`config.mk`:
```
export PLATFORM = sky130hd
export DESIGN_NAME = mt_timer
export DESIGN_NICKNAME = d
export VERILOG_FILES = /design/src/hdl/mt_pkg.sv /design/src/hdl/mt_timer.sv
export VERILOG_INCLUDE_DIRS = /design/src /design/src/hdl
export SDC_FILE = /design/constraint.sdc
export NUM_CORES = 1
export LEC_CHECK = 0
export ABC_CLOCK_PERIOD_IN_PS = 4300
export BUFFER_PORTS_ARGS = -buffer_cell sky130_fd_sc_hd__buf_2
export CAP_MARGIN = 10
export CORE_MARGIN = 5
export CORE_UTILIZATION = 51
export DETAILED_ROUTE_END_ITERATION = 6
export GPL_TIMING_DRIVEN = 0
export PLACE_DENSITY = 0.86
export SETUP_SLACK_MARGIN = 0.15
export SLEW_MARGIN = 5
export SYNTH_ARGS = -nofsm -noshare
export SYNTH_HDL_FRONTEND = slang
export SYNTH_SLANG_ARGS = --single-unit
```
`constraint.sdc`:
```
create_clock -name aclk -period 4.3 [get_ports aclk]
set_clock_uncertainty 0.1 [all_clocks]
set_input_delay 1.075 -clock aclk [delete_from_list [all_inputs] [get_ports aclk]]
set_output_delay 1.075 -clock aclk [all_outputs]
set_load 0.02 [all_outputs]
```
`src/hdl/mt_params.svh`:
```
/*
  constants for the modulo timer: register byte offsets, field positions,
  reset values and response codes. assumes inclusion by mt_timer and mt_timer_tb.
*/
`ifndef MT_PARAMS_SVH
`define MT_PARAMS_SVH
`define MT_OFS_SC        4'h0
`define MT_OFS_CLK       4'h4
`define MT_OFS_CNT       4'h8
`define MT_OFS_MOD       4'hc
`define MT_BIT_FLAG      7
`define MT_BIT_IRQEN     6
`define MT_BIT_CLEAR     5
`define MT_BIT_HALT      4
`define MT_SRC_LSB       4
`define MT_SRC_MSB       5
`define MT_PS_LSB        0
`define MT_PS_MSB        3
`define MT_PS_MAX        4'h8
`define MT_SRC_BUS       2'h0
`define MT_SRC_FIXED     2'h1
`define MT_SRC_PIN_FALL  2'h2
`define MT_SRC_PIN_RISE  2'h3
`define MT_RST_COUNT     8'h00
`define MT_RST_MOD       8'h00
`define MT_RST_HALT      1'b1
`define MT_FREE_WRAP     8'hff
`define MT_RESP_OKAY     2'h0
`define MT_RESP_SLVERR   2'h2
`endif

```
`src/hdl/mt_pkg.sv`:
```
/*
  types for the modulo timer: mode carrier and the state record.
  assumes mt_params.svh is found on the include path.
*/
package mt_pkg;
    // low-power and debug mode levels from the system controller
    typedef struct packed {
        logic wait_mode;
        logic stop_mode;
        logic debug_active;
        logic deep_wake_reset;
    } mt_mode_t;

    typedef struct packed {
        logic [7:0]  count;
        logic [7:0]  modulo;
        logic [1:0]  src;
        logic [3:0]  ps;
        logic        flag;
        logic        irq_en;
        logic        halt;
        logic        clr_armed;
        logic [7:0]  presc;
        logic        pin_s1;
        logic        pin_s2;
        logic        pin_d;
        logic        ffc_d;
        logic        aw_held;
        logic [3:0]  aw_ofs;
        logic        w_held;
        logic [31:0] wdata;
        logic [3:0]  wstrb;
        logic        awready;
        logic        wready;
        logic        arready;
        logic        bvalid;
        logic [1:0]  bresp;
        logic        rvalid;
        logic [31:0] rdata;
        logic [1:0]  rresp;
        logic        irq;
    } mt_state_t;
endpackage

```
`src/hdl/mt_timer.sv`:
```
/*
  modulo timer: 8-bit up-counter with prescaled clock selection, overflow
  flag and interrupt request, reached over an AXI4-Lite slave port.
  assumes all inputs synchronous to aclk except ext_count_clock_pin,
  which is synchronised here. reset is synchronous, active low.

// Contract
// RULE1: 8-bit counter, free-running or modulo wrap
// RULE2: source 10 or 11 selects external pin
// RULE3: pin may also feed pwm timer
// RULE4: four prescaler sources, pin both edges
// RULE5: nine divide ratios, 1 through 256
// RULE6: keeps counting in wait mode
// RULE7: stop mode disables timer, no wake
// RULE8: deep stop wake restores reset state
// RULE9: shallow stop interrupt exit keeps state
// RULE10: debug suspends counting, resumes from held
// RULE11: external pin synchronised to bus clock
// RULE12: pin frequency at most bus over four
// RULE13: flag sets on wrap after modulo
// RULE14: flag clears after read-then-write-zero
// RULE15: clear bit or modulo write clears flag
// RULE16: enable bit gates flag onto request
// RULE17: software clears flag before enabling irq
// RULE18: clear bit write-only, zeroes counter
// RULE19: halt bit freezes count, reset sets
// RULE20: status bits 3:0 read zero
// RULE21: four 8-bit registers
// RULE22: prescale codes above 1000 divide 256
// RULE23: source encodings, unknown means bus clock
// RULE24: modulo zero free-runs, write clears
// RULE25: counts to modulo then wraps
// RULE26: one step per prescaler tick
*/
`timescale 1ns/1ps
`include "mt_params.svh"

module mt_timer (
    input  wire logic             aclk,
    input  wire logic             aresetn,
    input  wire logic [31:0]      s_axi_awaddr,
    input  wire logic             s_axi_awvalid,
    output logic                  s_axi_awready,
    input  wire logic [31:0]      s_axi_wdata,
    input  wire logic [3:0]       s_axi_wstrb,
    input  wire logic             s_axi_wvalid,
    output logic                  s_axi_wready,
    output logic [1:0]            s_axi_bresp,
    output logic                  s_axi_bvalid,
    input  wire logic             s_axi_bready,
    input  wire logic [31:0]      s_axi_araddr,
    input  wire logic             s_axi_arvalid,
    output logic                  s_axi_arready,
    output logic [31:0]           s_axi_rdata,
    output logic [1:0]            s_axi_rresp,
    output logic                  s_axi_rvalid,
    input  wire logic             s_axi_rready,
    input  wire logic             ext_count_clock_pin,
    input  wire logic             fixed_freq_clock,
    input  wire mt_pkg::mt_mode_t mode,
    output logic                  overflow_irq
);
    import mt_pkg::*;

    mt_state_t st;
    mt_state_t next_st;

    // 1 when the selected prescaler source has an edge this cycle
    function automatic logic src_edge(input logic [1:0] sel, input logic pin_now,
                                      input logic pin_old, input logic ffc_now,
                                      input logic ffc_old);
        case (sel)
            `MT_SRC_FIXED:    src_edge = ffc_now & ~ffc_old;
            `MT_SRC_PIN_FALL: src_edge = ~pin_now & pin_old;  // RULE2
            `MT_SRC_PIN_RISE: src_edge = pin_now & ~pin_old;  // RULE2
            default:          src_edge = 1'b1;                // RULE23
        endcase
    endfunction

    // low bits of the prescaler that must all be set for a tick
    function automatic logic [7:0] ps_mask(input logic [3:0] ps);
        logic [3:0] n;
        n = (ps > `MT_PS_MAX) ? `MT_PS_MAX : ps;              // RULE22
        ps_mask = 8'((9'h001 << n) - 9'h001);                  // RULE5
    endfunction

    // read data for a register offset, narrow registers in the low byte
    function automatic logic [31:0] reg_read(input mt_state_t s, input logic [3:0] ofs);
        logic [7:0] b;
        b = 8'h00;
        case (ofs)
            // clear bit and bits 3:0 read as zero
            `MT_OFS_SC:  b = {s.flag, s.irq_en, 1'b0, s.halt, 4'h0};  // RULE20 RULE18
            `MT_OFS_CLK: b = {2'h0, s.src, s.ps};
            `MT_OFS_CNT: b = s.count;
            `MT_OFS_MOD: b = s.modulo;
            default:     b = 8'h00;
        endcase
        reg_read = {24'h000000, b};
    endfunction

    function automatic logic ofs_ok(input logic [3:0] ofs);
        ofs_ok = (ofs == `MT_OFS_SC) || (ofs == `MT_OFS_CLK) ||
                 (ofs == `MT_OFS_CNT) || (ofs == `MT_OFS_MOD);  // RULE21
    endfunction

    logic       tick;
    logic       active;
    logic       wrap;
    logic       do_write;
    logic       do_read;
    logic [7:0] wbyte;
    logic       wr_sc;
    logic       wr_clk;
    logic       wr_mod;
    logic       hw_clear;
    logic       sw_clear;
    logic       set_flag;

    // next-state logic for the whole block
    always_comb
    begin
        next_st = st;
        tick = 1'b0;
        wrap = 1'b0;
        set_flag = 1'b0;
        sw_clear = 1'b0;
        wbyte = st.wdata[7:0];

        // two-flop synchroniser; only pin_s2 feeds edge detection
        next_st.pin_s1 = ext_count_clock_pin;  // RULE11 RULE3
        next_st.pin_s2 = st.pin_s1;            // RULE11
        next_st.pin_d  = st.pin_s2;
        next_st.ffc_d  = fixed_freq_clock;

        // write completes once both address and data are held
        do_write = st.aw_held && st.w_held && !st.bvalid;
        wr_sc  = do_write && st.wstrb[0] && (st.aw_ofs == `MT_OFS_SC);
        wr_clk = do_write && st.wstrb[0] && (st.aw_ofs == `MT_OFS_CLK);
        wr_mod = do_write && st.wstrb[0] && (st.aw_ofs == `MT_OFS_MOD);
        do_read = s_axi_arvalid && st.arready;

        // a counter reset comes from the clear bit or any modulo write
        hw_clear = (wr_sc && wbyte[`MT_BIT_CLEAR]) || wr_mod;  // RULE15 RULE18 RULE24

        // stop and debug freeze the prescaler and counter; wait mode does not
        active = !st.halt && !mode.stop_mode && !mode.debug_active;  // RULE6 RULE7 RULE10 RULE19

        // prescaler advances on each selected source edge
        if (active && src_edge(st.src, st.pin_s2, st.pin_d, fixed_freq_clock, st.ffc_d))  // RULE4
        begin
            next_st.presc = st.presc + 8'h01;
            tick = ((st.presc & ps_mask(st.ps)) == ps_mask(st.ps));  // RULE5
        end

        // one count per tick; wraps at modulo, or at all-ones when free
        if (tick)  // RULE26
        begin
            if (st.modulo != `MT_RST_MOD)
                wrap = (st.count == st.modulo);      // RULE25
            else
                wrap = (st.count == `MT_FREE_WRAP);  // RULE24 RULE1
            next_st.count = wrap ? `MT_RST_COUNT : st.count + 8'h01;  // RULE25
            set_flag = wrap;                                        // RULE13
        end

        // arm the flag clear when status is read while the flag is set
        if (do_read && (s_axi_araddr[3:0] == `MT_OFS_SC) && st.flag)  // RULE14
            next_st.clr_armed = 1'b1;

        // register writes; count register ignores writes
        if (wr_sc)
        begin
            next_st.irq_en = wbyte[`MT_BIT_IRQEN];
            next_st.halt   = wbyte[`MT_BIT_HALT];  // RULE19
            if (!wbyte[`MT_BIT_FLAG] && st.clr_armed)
                sw_clear = 1'b1;                   // RULE14
            next_st.clr_armed = 1'b0;
        end
        if (wr_clk)
        begin
            next_st.src = wbyte[`MT_SRC_MSB:`MT_SRC_LSB];
            next_st.ps  = wbyte[`MT_PS_MSB:`MT_PS_LSB];
        end
        if (wr_mod)
            next_st.modulo = wbyte;  // RULE24

        // clearing also restarts the prescaler so the first period is whole
        if (hw_clear)
        begin
            next_st.count = `MT_RST_COUNT;  // RULE18 RULE24
            next_st.presc = 8'h00;
        end

        // a new overflow wins over any clear in the same cycle
        if (set_flag)
            next_st.flag = 1'b1;            // RULE13
        else if (hw_clear || sw_clear)
            next_st.flag = 1'b0;            // RULE14 RULE15

        // request follows flag while enabled, in the same cycle
        next_st.irq = next_st.flag && next_st.irq_en;  // RULE16 RULE17

        // write channel: take address and data in either order
        if (s_axi_awvalid && st.awready)
        begin
            next_st.aw_held = 1'b1;
            next_st.aw_ofs  = s_axi_awaddr[3:0];
        end
        if (s_axi_wvalid && st.wready)
        begin
            next_st.w_held = 1'b1;
            next_st.wdata  = s_axi_wdata;
            next_st.wstrb  = s_axi_wstrb;
        end
        if (do_write)
        begin
            next_st.aw_held = 1'b0;
            next_st.w_held  = 1'b0;
            next_st.bvalid  = 1'b1;
            next_st.bresp   = ofs_ok(st.aw_ofs) ? `MT_RESP_OKAY : `MT_RESP_SLVERR;
        end
        if (st.bvalid && s_axi_bready)
            next_st.bvalid = 1'b0;
        next_st.awready = !next_st.aw_held && !next_st.bvalid;
        next_st.wready  = !next_st.w_held && !next_st.bvalid;

        // read channel: one cycle from address to data
        if (do_read)
        begin
            next_st.rvalid = 1'b1;
            next_st.rdata  = reg_read(st, s_axi_araddr[3:0]);
            next_st.rresp  = ofs_ok(s_axi_araddr[3:0]) ? `MT_RESP_OKAY : `MT_RESP_SLVERR;
        end
        if (st.rvalid && s_axi_rready)
            next_st.rvalid = 1'b0;
        next_st.arready = !next_st.rvalid;

        // waking from deep stop returns timer state to reset values
        if (mode.deep_wake_reset)  // RULE8
        begin
            next_st.count     = `MT_RST_COUNT;
            next_st.modulo    = `MT_RST_MOD;
            next_st.src       = `MT_SRC_BUS;
            next_st.ps        = 4'h0;
            next_st.flag      = 1'b0;
            next_st.irq_en    = 1'b0;
            next_st.halt      = `MT_RST_HALT;
            next_st.clr_armed = 1'b0;
            next_st.presc     = 8'h00;
            next_st.irq       = 1'b0;
        end
        // shallow stop left by interrupt changes nothing: state is simply held  // RULE9
    end

    // state register; reset values are constants only
    always_ff @(posedge aclk)
    begin
        if (!aresetn)
        begin
            st           <= '0;
            st.count     <= `MT_RST_COUNT;
            st.modulo    <= `MT_RST_MOD;
            st.halt      <= `MT_RST_HALT;  // RULE19
            st.awready   <= 1'b1;
            st.wready    <= 1'b1;
            st.arready   <= 1'b1;
        end
        else
        begin
            st <= next_st;
        end
    end

    // every output straight from the state register
    assign s_axi_awready = st.awready;
    assign s_axi_wready  = st.wready;
    assign s_axi_bvalid  = st.bvalid;
    assign s_axi_bresp   = st.bresp;
    assign s_axi_arready = st.arready;
    assign s_axi_rvalid  = st.rvalid;
    assign s_axi_rdata   = st.rdata;
    assign s_axi_rresp   = st.rresp;
    assign overflow_irq  = st.irq;
endmodule // mt_timer

```
### Word level (Yosys, flattened, before mapping)

Index checks and enable logic that the tools add are counted.

| cells by class | value |
|---|---|
| mux-type cells | 24 |
| bitwise logic cells | 8 |
| shift-type cells | 1 |
| equality and inequality tests | 12 |
| reduce and logical (&&, ||, !) cells | 44 |
| $lt $le $gt $ge | 1 |
| add/subtract/negate cells | 3 |

Operators with widths:

| operator | number |
|---|---|
| $mux 37 | 1 |
| $mux 35 | 1 |
| $pmux 8 s4 | 1 |
| $logic_and 1x1->1 | 21 |
| $add 8x1->8 const B | 2 |
| $eq 4x4->1 const B | 4 |
| $eq 8x8->1 | 2 |
| $mux 1 | 13 |
| $logic_not 1->1 | 9 |
| $and 8x8->8 | 1 |
| $eq 4x3->1 const B | 2 |
| $eq 8x8->1 const B | 1 |
| $logic_not 4->1 | 2 |
| $logic_or 1x1->1 | 8 |
| $mux 8 | 1 |
| $reduce_bool 8->1 | 1 |
| $shl 1x4->8 const A | 1 |
| $sub 8x1->8 const B | 1 |
| $mux 3 | 2 |
| $reduce_or 3->1 | 2 |
| $mux 5 | 1 |
| $eq 2x2->1 const B | 2 |
| $gt 4x4->1 const B | 1 |
| $mux 2 | 2 |
| other kinds (6) | 11 |

| storage, ports and cells | value |
|---|---|
| output and inout bits | 42 |
| bits in registers | 98 |
| bits of input ports | 113 |
| word-level logic and storage cells | 120 |

### Longest topological paths before layout

| depth | value |
|---|---|
| depth after elaboration | 11 |
| depth in mapped cells | 10 |
| gate-level depth less buffers | 8 |

### Worst setup path before layout

Ideal clock, no wire load.

| timing | value |
|---|---|
| path type | register -> register |
| from | reg st[103] (netlist bit) |
| to | reg st, in the netlist overflow_irq |
| required time | 4.085 ns |
| period minus slack after synthesis | 2.866 ns |
| library setup time | 0.115 ns |
| stages on the path, launching flop included | 11 |
| arrival | 2.651 ns |
| path slack | 1.434 ns |
| buffers on the path | 2 |
| path through | dfxtp_1 > buf_6 > or4b_2 > ha_1 > or3_1 > a211o_1 > o2111ai_4 > nor2_2 > o2111a_1 > buf_4 > o21a_1 |

| between the ends | value |
|---|---|
| cells in the longest elaborated chain, start to end | 10 |

Ends and longest elaborated chain:

| what | RTL line | source |
|---|---|---|
| start, declared | mt_timer.sv:65 | `mt_state_t st;` |
| start signal, assigned | mt_timer.sv:271 | `st <= next_st;` |
| $gt 4x4->1 (no line) | n/a |  |
| $mux 4 (*) | mt_timer.sv:83 | `` n = (ps > `MT_PS_MAX) ? `MT_PS_MAX : ps; `` |
| $shl 1x4->8 (*) | mt_timer.sv:84 | `ps_mask = 8'((9'h001 << n) - 9'h001);` |
| $sub 8x1->8 (*) | mt_timer.sv:84 |  |
| $and 8x8->8 | mt_timer.sv:153 | `tick = ((st.presc & ps_mask(st.ps)) == ps_mask(st.ps));` |
| $eq 8x8->1 (*) | mt_timer.sv:153 |  |
| $mux 1 (*) | mt_timer.sv:150 | `if (active && src_edge(st.src, st.pin_s2, st.pin_d, fixed_freq_clock, st.ffc_d))` |
| $mux 1 (*) | mt_timer.sv:157 | `if (tick)` |
| $mux 1 (*) | mt_timer.sv:196 | `if (set_flag)` |
| $logic_and 1x1->1 (*) | mt_timer.sv:202 | `next_st.irq = next_st.flag && next_st.irq_en;` |

Every way passes the cells marked *; elsewhere a longest branch is shown, timed or not.
A chain may end at the register's enable or synchronous reset.

### Worst setup path after layout

| timing | value |
|---|---|
| from | reg st[100] (netlist bit) |
| to | reg st[99] (netlist bit) |

| between the ends | value |
|---|---|
| cells in the longest elaborated chain, start to end | 9 |

Ends and longest elaborated chain:

| what | RTL line |
|---|---|
| $gt 4x4->1 (no line) | n/a |
| $mux 4 (*) | mt_timer.sv:83 |
| $shl 1x4->8 (*) | mt_timer.sv:84 |
| $sub 8x1->8 (*) | mt_timer.sv:84 |
| $and 8x8->8 | mt_timer.sv:153 |
| $eq 8x8->1 (*) | mt_timer.sv:153 |
| $mux 1 (*) | mt_timer.sv:150 |
| $mux 1 (*) | mt_timer.sv:157 |
| $mux 1 (*) | mt_timer.sv:196 |

Marks and branches as above.

==> metrics.csv <==
stage;metric;value;unit
run_status;outcome;finished, final reports clean;
clocking;number of buffers inserted by post-CTS setup repair;0;
clocking;Num CTS Buffers;9;
setup_path;depth of the worst register-to-register path;9;
timing;Least-Margin Pin Slew;1.28;ns
logic_synthesis;number of enable-type register cells in the synthesized netlist;0;
setup_path;r2r endpoint;st[99];
clocking;Clock Sink Count;69;
worst_hold_path;class of the tightest hold or removal check;reg -> reg;
logic_synthesis;Cell variety after synth;54;
logic_synthesis;post-synthesis async set-or-reset flop share;0;%
logic_synthesis;synthesized area per cell;8.64;µm²
timing;max-slew violation count;0;
die;die span in x;92.6;µm
setup_path;endpoint kind of the worst setup timing path;flip-flop;
routing;total number of vias;2978;
die;effective utilization at floorplan;51.8;%
routing;number of DRC markers after the initial detailed-route iteration;236;
final_layout;Post-Route Utilization;60.7;%
clocking;cts-stage hold buffer count;0;
logic_synthesis;most instantiated library cell after synthesis;sky130_fd_sc_hd__dfxtp_1;
setup_path;worst reg-to-reg setup slack;1.25;ns
timing;setup repair after global routing missed its margin;false;
worst_hold_path;beginning of the worst hold path;next_st[86];
clocking;clock slew seen by the registers of the worst setup and hold paths;0.08;ns
clocking;post-cts resize count;0;
setup_path;Worst Path Max Fanout;10;
setup_path;library cell contributing the largest single delay on the critical path;sky130_fd_sc_hd__or4b_2;
run;Max-cap violations;0;
placed_design;weighted congestion reported at the end of routability-driven placement;0.912;
final_layout;filler cell count;567;
logic_synthesis;biggest area consumer among synthesized cells;sky130_fd_sc_hd__dfxtp_1;
die;Placement Rows;30;
logic_synthesis;gate count after technology mapping;403;
worst_hold_path;end of the worst hold path;next_st[85];
logic_synthesis;flip-flop and latch count after synthesis;69;
logic_synthesis;cell area after synthesis;3480;µm²
logic_synthesis;area share of the largest cell type after synthesis;39.7;%
setup_path;launch instance of the worst register-to-register path;st[100];
routing;number of vias per cell after detailed routing;5.24;
timing;worst hold margin;0.342;ns
final_layout;antenna cells;0;
timing;Max Freq;328;MHz
logic_synthesis;sequential area share after synthesis;39.7;%
logic_synthesis;synth top area cells;sky130_fd_sc_hd__dfxtp_1, sky130_fd_sc_hd__buf_4, sky130_fd_sc_hd__nand2_1;
routing;WL/cell;13.5;µm
routing;DRC Markers;0;
die;area of the core;6720;µm²
die;Top Ports;155;
setup_path;list of cells traversed by the critical path;or4b_2 > ha_1 > or3_1 > a211o_1 > o2111ai_4 > nor2_2 > o2111a_1 > buf_4 > o21ba_1;
routing;wirelength, routed;7680;µm
pwr;leakage power summed over all cells;1.68;nW
placed_design;DPL Wire Length;5870;µm
global_route;Overall Global Routing Usage;18.5;%
routing;post-route ant nets;0;
final_layout;flip-flop and latch area;1380;µm²
global_route;grt ovf;0;
final_layout;Final #Nets;599;
setup_path;critical path type;reg -> reg;
die;chip height;92.6;µm
timing;shortest clock period the worst path allows after layout;3.05;ns
clocking;clock tree from TritonCTS;done;
timing;ratio of final minimum period to clock period;70.9;%
final_layout;share of layout cells above drive strength 1;23.6;%
logic_synthesis;primary flip-flop cell chosen by synthesis mapping;sky130_fd_sc_hd__dfxtp_1;
placed_design;count of buffers from port buffering;44;
global_route;antenna violations before repair;0;
logic_synthesis;most frequent cells after synthesis;sky130_fd_sc_hd__dfxtp_1, sky130_fd_sc_hd__nand2_1, sky130_fd_sc_hd__buf_4;
global_route;global-route wire length before repair;12800;µm
clocking;master cell of the clock root buffer;sky130_fd_sc_hd__clkbuf_8;
setup_path;delay contributed by the slowest stage of the critical path;0.62;ns
timing;Finish-stage setup viols;0;
logic_synthesis;Yosys warning total;0;
setup_path;Critical Path RT;4.45;ns
routing;first drt pass iteration count;4;
clocking;Clock Latency Late Sink;0.35;ns
setup_path;Critical Path AT;3.20;ns
die;Total Die Area;8580;µm²
global_route;pin count of the biggest net entering global routing;14;
timing;endpoints failing hold;0;
timing;relative slew slack;14.1;%
clocking;H-tree level count;3;
clocking;number of buffers on the longest clock path;2;
final_layout;area occupied by multi-input gates;1820;µm²
final_layout;area added between synthesis and finish;17.2;%
global_route;vias in the first global route;2836;
pwr;ratio of total power to cell area;315;nW/µm²
pwr;maximum vdd ir drop;0.263;mV
worst_hold_path;Worst Hold Path Cells;1;
timing;Total Neg Setup Slack;0;ns
setup_path;startpoint kind of the worst setup timing path;flip-flop;
-- through the flow --
| step | worst slack, ns | std cells | area [µm²] | total power, mW |
|---|---|---|---|---|
| global placement | 1.33 | 552 | 3890 | 0.806 |
| floorplan | 1.43 | 428 | 3570 | 0.774 |
| detailed placement | 1.26 | 552 | 3890 | 0.810 |
| CTS | 1.26 | 568 | 4080 | 1.29 |
| global route | 1.15 | 568 | 4080 | 1.33 |
| finish | 1.25 | 568 | 4080 | 1.28 |
-- cells by family (layout without fill, tap and decap cells) --
logic type      after synthesis  after routing  synth area share, %
fa+ha+maj                     3              3                 1.08
xor+xnor                     19             19                 4.78
other cells                   1             26                0.108
buf+inv                      60            120                 10.7
simple gates                166            166                 23.8
flops                        69             69                 39.7
mux                          12             12                 3.99
compound gates               73             73                 15.8
-- worst max-delay path by stage --
| stage | to | slack [ns] | depth (start not counted) | start |
|---|---|---|---|---|
| 3_5_place_dp | st[96] | 1.26 | 5 | s_axi_arvalid |
| 4_1_cts | st[99] | 1.26 | 9 | st[100] |
| 3_3_place_gp | st[96] | 1.33 | 5 | s_axi_arvalid |
| 5_1_grt | st[115] | 1.15 | 9 | st[100] |
| 6_report | st[99] | 1.25 | 9 | st[100] |
| 2_1_floorplan | overflow_irq | 1.43 | 10 | st[103] |
-- state kept, by name (all words and copies together) (netlist names) --
name,flops
overflow_irq,1
st,51
next_st,2
s_axi_wready,1
s_axi_rdata,8
s_axi_arready,1
s_axi_awready,1
s_axi_rresp,1
s_axi_rvalid,1
s_axi_bvalid,1
s_axi_bresp,1
-- critical path, delay by kind of cell (launching register included) --
kind / cells / cell delay, ns
adder cells (fa/ha/maj): 1 / 0.28
AO/OA/AOI/OAI: 4 / 0.83
flip-flops: 1 / 0.50
buffers and inverters: 1 / 0.17
AND/OR/NAND/NOR: 3 / 1.06
-- routing by layer --
| layer | routed length (µm) | up-vias | global-route usage, % | share of wire, % |
|---|---|---|---|---|
| met5 | 0 | - | 0 | 0 |
| met4 | 133 | 0 | 7.08 | 1.7 |
| met3 | 578 | 14 | 5.61 | 7.5 |
| met2 | 3840 | 93 | 31.6 | 50 |
| met1 | 3120 | 1377 | 21.8 | 41 |
| li1 | - | 1494 | - | - |
-- layout make-up --
| type | instances | share of cell area, % |
|---|---|---|
| Multi-Input combinational cell | 299 | 44.6 |
| Sequential cell | 69 | 33.9 |
| Buffer | 55 | 8.68 |
| Timing Repair Buffer | 44 | 5.40 |
| Clock buffer | 10 | 3.37 |
| Tap cell | 80 | 2.45 |
| Clock inverter | 6 | 1.13 |
| Inverter | 5 | 0.460 |
-- cells in the final DEF (no fill, tap or decap), types with 13 or more instances in the layout --
cell type,n
sky130_fd_sc_hd__a21boi_0,13
sky130_fd_sc_hd__a21oi_1,20
sky130_fd_sc_hd__buf_2,45
sky130_fd_sc_hd__buf_4,37
sky130_fd_sc_hd__clkbuf_1,13
sky130_fd_sc_hd__conb_1,26
sky130_fd_sc_hd__dfxtp_1,69
sky130_fd_sc_hd__nand2_1,63
sky130_fd_sc_hd__nor2_1,22
sky130_fd_sc_hd__nor3_1,14
sky130_fd_sc_hd__xnor2_1,13
-- where the power goes --
part	total, mW	internal (mW)	switching (mW)
Clock	0.489	0.228	0.262
Sequential	0.669	0.657	0.0123
Combinational	0.126	0.0509	0.0756
Note: power is estimated with default switching activity, not from simulation.
